==> config.mk <==
export PLATFORM = sky130hd
export DESIGN_NAME = tcs_clock_select
export DESIGN_NICKNAME = d
export VERILOG_FILES = /design/src/rtl/tcs_pkg.sv /design/src/rtl/tcs_presc_if.sv /design/src/rtl/tcs_clock_select.sv /design/src/rtl/tcs_prescaler.sv
export VERILOG_INCLUDE_DIRS = /design/src /design/src/rtl
export SDC_FILE = /design/constraint.sdc
export NUM_CORES = 1
export LEC_CHECK = 0
export BUFFER_PORTS_ARGS = -buffer_cell sky130_fd_sc_hd__buf_2
export CAP_MARGIN = 30
export CORE_AREA = 10 10 66 68
export CTS_BUF_LIST = sky130_fd_sc_hd__clkbuf_16
export DETAILED_ROUTE_END_ITERATION = 8
export DIE_AREA = 0 0 76 78
export HOLD_SLACK_MARGIN = 0.02
export PLACE_DENSITY = 0.8
export SYNTH_ARGS = -nofsm -noshare
export SYNTH_HDL_FRONTEND = slang
export SYNTH_SLANG_ARGS = --single-unit
==> constraint.sdc <==
create_clock -name clk_sys -period 1.7 [get_ports clk_sys]
set_input_delay 0.17 -clock clk_sys [delete_from_list [all_inputs] [get_ports clk_sys]]
set_output_delay 0.17 -clock clk_sys [all_outputs]
set_load 0.1 [all_outputs]
==> src/rtl/tcs_defs.svh <==
`ifndef TCS_DEFS_SVH
`define TCS_DEFS_SVH

// register location and reset value
`define TCS_CTRL_ADDR 8'h8E
`define TCS_CTRL_RESET 8'h00

// field positions of timer_clock_control
`define TCS_T3_HI_SEL_BIT 7
`define TCS_T3_LO_SEL_BIT 6
`define TCS_T2_HI_SEL_BIT 5
`define TCS_T2_LO_SEL_BIT 4
`define TCS_T1_SEL_BIT 3
`define TCS_T0_SEL_BIT 2
`define TCS_PS_MSB 1
`define TCS_PS_LSB 0

// division ratios of the shared prescaler
`define TCS_DIV_ENC0 6'h0C
`define TCS_DIV_ENC1 6'h04
`define TCS_DIV_ENC2 6'h30
`define TCS_EXT_DIV_LAST 3'h7

`endif

==> src/rtl/tcs_pkg.sv <==
package tcs_pkg;
    // prescale field encodings
    typedef enum logic [1:0] {
        TCS_PS_SYS12 = 2'b00,
        TCS_PS_SYS4 = 2'b01,
        TCS_PS_SYS48 = 2'b10,
        TCS_PS_EXT8 = 2'b11
    } tcs_prescale_t;
endpackage : tcs_pkg

==> src/rtl/tcs_presc_if.sv <==
interface tcs_presc_if;
    tcs_pkg::tcs_prescale_t prescale_field;
    logic presc_tick;
    modport ctrl (output prescale_field, input presc_tick);
    modport prescaler (input prescale_field, output presc_tick);
endinterface : tcs_presc_if

==> src/rtl/tcs_clock_select.sv <==
`include "tcs_defs.svh"

module tcs_clock_select (
    // clock and reset
    input wire logic clk_sys,
    input wire logic rst_b,
    // special function register port
    input wire logic [7:0] sfr_addr,
    input wire logic [7:0] sfr_wdata,
    input wire logic sfr_we,
    output logic [7:0] sfr_rdata,
    // external clock pin
    input wire logic ext_clk,
    // timer configuration from timer logic
    input wire logic tmr0_counter_select,
    input wire logic tmr1_counter_select,
    input wire logic tmr2_split,
    input wire logic tmr3_split,
    // count pulses from timer logic
    input wire logic tmr0_event_tick,
    input wire logic tmr1_event_tick,
    input wire logic tmr2_src_tick,
    input wire logic tmr3_src_tick,
    // count enables to the timers, and the prescale field
    output logic tmr0_tick,
    output logic tmr1_tick,
    output logic tmr2_low_tick,
    output logic tmr2_high_tick,
    output logic tmr3_low_tick,
    output logic tmr3_high_tick,
    output tcs_pkg::tcs_prescale_t prescale_field
);
    import tcs_pkg::*;

    logic [7:0] timer_clock_control_reg, timer_clock_control_next;
    logic [7:0] rdata_reg, rdata_next;
    logic [5:0] tick_reg, tick_next;
    logic tmr3_high_clk_sel, tmr3_low_clk_sel, tmr2_high_clk_sel, tmr2_low_clk_sel;
    logic tmr1_clk_sel, tmr0_clk_sel;
    logic t2_low, t3_low;

    tcs_presc_if pif ();

    tcs_prescaler u_prescaler (
        .clk_sys(clk_sys),
        .rst_b(rst_b),
        .ext_clk(ext_clk),
        .pif(pif)
    );

    // field decode
    assign tmr3_high_clk_sel = timer_clock_control_reg[`TCS_T3_HI_SEL_BIT];
    assign tmr3_low_clk_sel = timer_clock_control_reg[`TCS_T3_LO_SEL_BIT];
    assign tmr2_high_clk_sel = timer_clock_control_reg[`TCS_T2_HI_SEL_BIT];
    assign tmr2_low_clk_sel = timer_clock_control_reg[`TCS_T2_LO_SEL_BIT];
    assign tmr1_clk_sel = timer_clock_control_reg[`TCS_T1_SEL_BIT];
    assign tmr0_clk_sel = timer_clock_control_reg[`TCS_T0_SEL_BIT];
    assign pif.prescale_field = tcs_prescale_t'(timer_clock_control_reg[`TCS_PS_MSB:`TCS_PS_LSB]);

    // register write and read data
    always_comb begin
        timer_clock_control_next = timer_clock_control_reg;
        if (sfr_we && sfr_addr == `TCS_CTRL_ADDR) begin
            timer_clock_control_next = sfr_wdata;
        end
        rdata_next = (sfr_addr == `TCS_CTRL_ADDR) ? timer_clock_control_reg : 8'h00;
    end

    // count enable selection, all in the system clock domain
    always_comb begin
        t2_low = tmr2_low_clk_sel ? 1'b1 : tmr2_src_tick;
        t3_low = tmr3_low_clk_sel ? 1'b1 : tmr3_src_tick;
        // timer 0 and timer 1
        tick_next[0] = tmr0_counter_select ? tmr0_event_tick :
            (tmr0_clk_sel ? 1'b1 : pif.presc_tick);
        tick_next[1] = tmr1_counter_select ? tmr1_event_tick :
            (tmr1_clk_sel ? 1'b1 : pif.presc_tick);
        tick_next[2] = t2_low;
        tick_next[3] = tmr2_split ? (tmr2_high_clk_sel ? 1'b1 : tmr2_src_tick) : t2_low;
        tick_next[4] = t3_low;
        tick_next[5] = tmr3_split ? (tmr3_high_clk_sel ? 1'b1 : tmr3_src_tick) : t3_low;
    end

    // registers
    always_ff @(posedge clk_sys or negedge rst_b) begin
        if (!rst_b) begin
            timer_clock_control_reg <= `TCS_CTRL_RESET;
            rdata_reg <= 8'h00;
            tick_reg <= 6'h00;
        end else begin
            timer_clock_control_reg <= timer_clock_control_next;
            rdata_reg <= rdata_next;
            tick_reg <= tick_next;
        end
    end

    // outputs straight from flip-flops
    assign sfr_rdata = rdata_reg;
    assign tmr0_tick = tick_reg[0];
    assign tmr1_tick = tick_reg[1];
    assign tmr2_low_tick = tick_reg[2];
    assign tmr2_high_tick = tick_reg[3];
    assign tmr3_low_tick = tick_reg[4];
    assign tmr3_high_tick = tick_reg[5];
    assign prescale_field = tcs_prescale_t'(timer_clock_control_reg[`TCS_PS_MSB:`TCS_PS_LSB]);
endmodule : tcs_clock_select

==> src/rtl/tcs_prescaler.sv <==
`include "tcs_defs.svh"

module tcs_prescaler (
    // clock and reset
    input wire logic clk_sys,
    input wire logic rst_b,
    // external clock pin
    input wire logic ext_clk,
    // control side
    tcs_presc_if.prescaler pif
);
    import tcs_pkg::*;

    logic sync1_reg, sync1_next;
    logic sync2_reg, sync2_next;
    logic edge_reg, edge_next;
    logic [5:0] div_cnt_reg, div_cnt_next;
    logic [2:0] ext_cnt_reg, ext_cnt_next;
    logic tick_reg, tick_next;
    logic ext_rise;

    // division ratio for the system clock encodings
    function automatic logic [5:0] tcs_div_limit(input tcs_prescale_t sel);
        case (sel)
            TCS_PS_SYS12: tcs_div_limit = `TCS_DIV_ENC0;
            TCS_PS_SYS4: tcs_div_limit = `TCS_DIV_ENC1;
            TCS_PS_SYS48: tcs_div_limit = `TCS_DIV_ENC2;
            default: tcs_div_limit = `TCS_DIV_ENC0;
        endcase
    endfunction : tcs_div_limit

    // next state: synchroniser, edge detect, dividers
    always_comb begin
        sync1_next = ext_clk;
        sync2_next = sync1_reg;
        edge_next = sync2_reg;
        ext_rise = sync2_reg & ~edge_reg;
        div_cnt_next = div_cnt_reg;
        ext_cnt_next = ext_cnt_reg;
        tick_next = 1'b0;
        if (pif.prescale_field == TCS_PS_EXT8) begin
            div_cnt_next = 6'h00; // no stale count can tick early on a switch back
            if (ext_rise) begin
                ext_cnt_next = ext_cnt_reg + 3'h1;
                tick_next = (ext_cnt_reg == `TCS_EXT_DIV_LAST);
            end
        end else if (div_cnt_reg >= tcs_div_limit(pif.prescale_field) - 6'h01) begin
            ext_cnt_next = 3'h0; // external path restarts a full group of eight
            div_cnt_next = 6'h00;
            tick_next = 1'b1;
        end else begin
            ext_cnt_next = 3'h0;
            div_cnt_next = div_cnt_reg + 6'h01;
        end
    end

    // registers
    always_ff @(posedge clk_sys or negedge rst_b) begin
        if (!rst_b) begin
            sync1_reg <= 1'b0;
            sync2_reg <= 1'b0;
            edge_reg <= 1'b0;
            div_cnt_reg <= 6'h00;
            ext_cnt_reg <= 3'h0;
            tick_reg <= 1'b0;
        end else begin
            sync1_reg <= sync1_next;
            sync2_reg <= sync2_next;
            edge_reg <= edge_next;
            div_cnt_reg <= div_cnt_next;
            ext_cnt_reg <= ext_cnt_next;
            tick_reg <= tick_next;
        end
    end

    assign pif.presc_tick = tick_reg;
endmodule : tcs_prescaler
==> results.md, run 1 <==
- Status: complete, no violations
- # IOs: 44
- VDD IR max: 0.0008925 V
- Row count: 21
- Port Buffers: 43
- 1st-pass router iterations: 4
- R2r worst-path depth: 5
- CTS tree: built
- DRC viols: 0
- Leakage: 0.001031 uW
- CP max-delay cell: dfrtp_1
- WL/cell: 15.50 um
- Start of the worst register-to-register path: timer_clock_control_reg[0]
- Largest net degree at the start of global routing: 36
- Top-area cell type share of the netlist area: 59.12%
- Tcrit/Tclk final: 93.44%
- Synth cell types: 29
- Hold path start: tmr2_src_tick
- RR Endpoint: u_prescaler.pif.presc_tick
- Clk buf depth: 2
- Crit path time final: 1.588 ns
- Critical path cell sequence: nand2b_1 > ha_1 > a21oi_2 > o221ai_4 > o21ba_2
- Filler Cell Count: 247
- Final setup vio count: 0
- Die Wd: 76 um
- Final core occ: 61.63%
- Flop and latch count out of synthesis: 35
- Synth Cell Area: 1481 um^2
- Path type of the worst min-delay path: in2reg
- Final non-filler cell total: 214
- Worst Tran Pin Value: 0.7374 ns
- Setup slack, reg-to-reg: 0.11 ns
- RD Place Congestion: 0.7788
- Final antenna-violating net count: 0
- Setup WS pre-CTS: -0.02836 ns
- Vias per cell: 4.949
- Worst path required time: 1.87 ns
- Core area: 3179 um^2
- Antenna violations before repair: 0
- Slew Limit Fails: 0
- FMAX: 0.6295 GHz
- Layout area overhead: 32.26%
- Worst path max stage delay: 0.40 ns
- Critical path startpoint category: register
- Number of global-route vias before repair: 1164
- Layout cell share with drive strength beyond 1: 41.07%
- Die Ht: 78 um
- Synth area leader: dfrtp_1
- Routed vias: 1059
- Warnings, synthesis: 0
- # diodes: 0
- Num CTS Buffers: 5
- Synth area leaders: dfrtp_1, mux2_4, ha_1, and2_1, nand2_1
- Pwr per Cell Area: 1341 nW/um^2
- RSZ-0062 raised after global routing: no
- H-tree depth: 2
- Final worst slack: 0.1115 ns
- Total wire length: 3.316 mm
- Synth Instances: 117
- Critical path class: reg2reg
- Crit path arrival time: 1.76 ns
- Critical path endpoint category: register
- Die footprint: 5928 um^2
- Clk sink count: 35
- Critical path origin: timer_clock_control_reg[0]
- TNS Setup: 0 ns
- # nets final: 202
- Max-slew headroom: 50.84%
- Max cap viols: 0
- Fin Clk Skew: 0.002179 ns
- First-pass GRT wire length: 5.430 mm
- Starting Density: 46.60%
- WHS Endpoint: tick_reg[3]
- Seq/Total Area, Yosys: 59.12%
- Setup Buffers After CTS: 0
- Worst skew pair latency: 0.28 ns
- Total GRT Usage: 11.58%
- Post-placement cell count: 204
- Dpl hpwl: 2.463 mm
- Final Hold Vio Count: 0
- Grt total ovfl: 0
- CTS root buf: clkbuf_16
- Mapped Nets: 152
- Synth Area per Inst: 12.66 um^2
- Hold depth: 2
- DR iter-0 viols: 46
- Crit-path max FO: 7
- Clock transition at the registers of the reported paths: 0.05 ns
[power by group]
group	internal, uW	total, uW	switching [uW]
combinational	229	610	381
clock	682	1000	322
sequential	934	1010	79.0
[critical path, delay by kind of cell, from the launching register on]
kind | cells | cell delay (ns)
AOI/OAI and AO/OA | 3 | 0.59
adders and majority gates | 1 | 0.30
DFF | 1 | 0.40
and+or+nand+nor | 1 | 0.18
[placed cells by master, fill, tap and decap left out, types with 3 or more instances in the layout]
cell,netlist,layout
clkbuf_16,0,5
dfrtp_1,35,35
nand2_1,8,8
nor3_1,5,4
buf_2,0,43
ha_1,7,7
a21oi_1,5,4
inv_1,3,3
nand2b_1,3,3
nor2_1,3,3
nor2b_1,4,4
and2_1,9,9
mux2_4,8,8
o21ai_0,3,3
[timing repair]
item,in CTS,in global routing
endpoints found under the setup margin,7,6
pin swaps,0,2
resized for setup,1,5
endpoints found under the hold margin,36,0
hold buffers,2,0
[metal layers]
layer,GRT usage [%],up-vias,wire length (um)
met4,4.356,0,61
met1,11.07,523,1216
met2,19.98,36,1733
li1,-,491,-
met5,0,-,0
met3,7.028,9,304
[how the worst max path moves through the flow]
stage	end	slack, ns	cells after the start
global placement	u_prescaler.pif.presc_tick	0.11	5
finish	u_prescaler.pif.presc_tick	0.11	5
detailed placement	u_prescaler.pif.presc_tick	-0.03	5
global route	u_prescaler.div_cnt_reg[0]	0.0005	5
CTS	u_prescaler.div_cnt_reg[5]	0.06	5
floorplan	u_prescaler.pif.presc_tick	0.13	5
[layout make-up]
cell class	count	area [um^2]	share of cell area, %
Clock inverter	3	38.79	1.980
Sequential cell	35	875.8	44.70
Inverter	3	11.26	0.5747
Multi-Input combinational cell	75	600.6	30.65
Tap cell	46	57.56	2.937
Clock buffer	5	125.1	6.386
Timing Repair Buffer	47	250.2	12.77
[kinds of logic after synthesis]
| family | count (synthesis) | share of synthesized area [%] |
|---|---|---|
| simple gates | 42 | 15.79 |
| buf+inv | 7 | 2.787 |
| flops | 35 | 59.12 |
| compound gates | 13 | 5.659 |
| fa+ha+maj | 7 | 5.912 |
| other cells | 1 | 0.2531 |
| mux | 8 | 8.108 |
| xor+xnor | 4 | 2.365 |
[synth_stat cells]
library cell,number
a211o_1,2
a211oi_1,1
a21oi_1,5
and2_1,9
buf_4,2
buf_6,1
clkbuf_1,1
conb_1,1
dfrtp_1,35
ha_1,7
inv_1,3
mux2_4,8
nand2_1,8
nand2b_1,3
nand3_1,3
nand4b_1,1
nor2_1,3
nor2b_1,4
nor3_1,5
nor3b_1,1
o21ai_0,3
o21ba_2,1
o221ai_1,1
or2_1,1
or2_2,2
or3_1,1
or4_4,1
xnor2_1,2
xor2_1,2
[metrics by stage]
stage	hold WS, ns	cell area [um^2]	total power [uW]
3_3_place_gp	0.2647	1739	1501
2_1_floorplan	-0.1256	1481	1393
4_1_cts	0.08867	1929	2582
6_report	0.08869	1959	2628
5_1_grt	0.09735	1959	2760
3_5_place_dp	0.2688	1739	1544
Power figures use the tool's default switching activity.
==> run 2: changes to the inputs <==
Settings changed: CORE_AREA 10 10 66 68 to 10 10 69 71, CTS_CLUSTER_DIAMETER set to 120, DIE_AREA 0 0 76 78 to 0 0 79 81, PLACE_DENSITY 0.8 to 0.77, SLEW_MARGIN set to 20.
Clock period 1.7 ns to 1.4 ns, I/O delays scaled along.
==> run 2 against run 1 <==
  * The run now ends with setup timing left
  * Highest routed layer unchanged
  * Non-clock buffer count increased by 6
  * Cell count increased by 3.7%
  * Global-route usage decreased by 0.29 points
  * Core utilization decreased by 2.2 points
  * Clock skew about the same
  * Die area increased by 7.9%
  * Power increased by 26%
  * Setup slack got worse by 0.18 ns
==> results.md, run 2 (synthesis results as in run 1) <==
- Critical path endpoint category: register
- Critical path class: reg2reg
- Number of global-route vias before repair: 1243
- Layout area overhead: 41.39%
- TNS Setup: -0.3832 ns
- Setup slack, reg-to-reg: -0.07 ns
- Clk sink count: 35
- Post-DP Area: 1884 um^2
- Tcrit/Tclk final: 105.0%
- Most frequent cells in the layout: buf_2, dfrtp_1, and2_1
- Max cap viols: 0
- Pwr per Cell Area: 1583 nW/um^2
- Met2 Routed Length: 1.735 mm
- # IOs: 44
- FMAX: 0.6803 GHz
- Clk buf depth: 2
- Total GRT Usage: 11.29%
- Setup Buffers After CTS: 0
- Crit path time final: 1.470 ns
- Port Buffers: 43
- Worst path max stage delay: 0.41 ns
- Critical path cell sequence: nand2b_4 > ha_4 > a21oi_4 > o221ai_4 > o21ba_4
- WL/cell: 14.94 um
- CTS root buf: clkbuf_16
- Routed vias: 1083
- Clock transition at the registers of the reported paths: 0.05 ns
- Starting Density: 42.05%
- Bufs and invs on worst path: 0
- Layout cell share with drive strength beyond 1: 45.98%
- Slew Limit Fails: 0
- Worst skew pair latency: 0.27 ns
- Filler Cell Count: 313
- WHS Endpoint: tick_reg[3]
- Core area: 3523 um^2
- R2r worst-path depth: 5
- Multi-input gate area: 660.6 um^2
- Setup WS pre-CTS: -0.1317 ns
- 1st-pass router iterations: 4
- Leakage: 0.001073 uW
- Hold depth: 2
- Status: finished, violations left
- Crit path max-delay family: compound AO/OA/AOI/OAI gates
- Die Ht: 81 um
- # nets final: 208
- RR Endpoint: u_prescaler.pif.presc_tick
- Fin area: 2095 um^2
- VDD IR max: 0.0009125 V
- # diodes: 0
- Final Hold Vio Count: 0
- Row count: 22
- Final core occ: 59.45%
- Grt total ovfl: 0
- Crit path arrival time: 1.63 ns
- WL met1: 1.243 mm
- Metal3 WL: 293 um
- Antenna violations before repair: 0
- Final worst slack: -0.06987 ns
- Fin Clk Skew: 0.002461 ns
- RD Place Congestion: 0.6802
- Path type of the worst min-delay path: in2reg
- Vias per cell: 4.878
- First-pass GRT wire length: 5.602 mm
- DR iter-0 viols: 37
- Final setup vio count: 7
- Violated checks: setup timing
- Critical path startpoint category: register
- Total wire length: 3.316 mm
- CP max-delay cell: dfrtp_1
- Hold path start: tmr2_src_tick
- Largest net degree at the start of global routing: 21
- Num CTS Buffers: 5
- Max layer used: met4
- Final antenna-violating net count: 0
- RSZ-0062 raised after global routing: yes
- Dpl hpwl: 2.616 mm
- DRC viols: 0
- Commonest non-fill, non-tap cell in the layout: buf_2
- H-tree depth: 2
- Worst path required time: 1.56 ns
- CTS tree: built
- Register area: 875.8 um^2
- Die footprint: 6399 um^2
- Die Wd: 79 um
- Crit-path max FO: 7
- Start of the worst register-to-register path: timer_clock_control_reg[0]
run 2: changes by cell type in the layout (fill, tap and decap cells not counted), sizes merged:
cell	before	now
buf	45	51
run 2: how the worst max path moves through the flow:
stage                                     startpoint  depth (start not counted)                    endpoint
after global placement                   sfr_addr[5]                          4  timer_clock_control_reg[5]
after CTS                 timer_clock_control_reg[0]                          5  u_prescaler.pif.presc_tick
after floorplan                          sfr_addr[5]                          4  timer_clock_control_reg[0]
final                     timer_clock_control_reg[0]                          5  u_prescaler.pif.presc_tick
after detailed placement                 sfr_addr[5]                          4  timer_clock_control_reg[0]
after global routing      timer_clock_control_reg[0]                          5  u_prescaler.div_cnt_reg[4]
run 2: worst register-to-register path, delay by kind of cell, from the launching register on:
family | cells | cell delay [ns]
adders and majority gates | 1 | 0.23
DFF | 1 | 0.41
AOI/OAI and AO/OA | 3 | 0.55
and+or+nand+nor | 1 | 0.18
run 2: power breakdown:
part	switching, uW	internal [uW]	leakage [uW]	total (uW)
Combinational	498	381	0.000531	879
Clock	378	828	0.0000812	1210
Sequential	94.6	1130	0.000461	1230
Total	971	2340	0.00107	3320
run 2: cell type report:
class | count | area share, %
Sequential cell | 35 | 41.82
Multi-Input combinational cell | 75 | 31.54
Timing Repair Buffer | 53 | 15.41
Clock buffer | 5 | 5.974
Tap cell | 48 | 2.867
Clock inverter | 3 | 1.852
Inverter | 3 | 0.5376
run 2: what timing repair did:
action | in CTS | in global routing
gates resized for setup | 1 | 4
hold endpoints to repair | 16 | 0
endpoints found under the setup margin | 7 | 7
hold buffers | 2 | 0
pin swaps | 2 | 1
run 2: metrics by stage:
step / power (uW) / hold WS, ns / cells
finish: 3315 / 0.05887 / 222
global route: 3485 / 0.06807 / 222
CTS: 3333 / 0.05661 / 222
detailed placement: 2083 / 0.08213 / 212
global placement: 2035 / 0.07186 / 212
floorplan: 1843 / -0.1556 / 117
run 2: metal layers:
| metal | up-vias | GRT usage [%] |
|---|---|---|
| met5 | - | 0 |
| met4 | 0 | 3.226 |
| met3 | 5 | 6.181 |
| met2 | 34 | 20.47 |
| met1 | 541 | 10.85 |
| li1 | 503 | - |
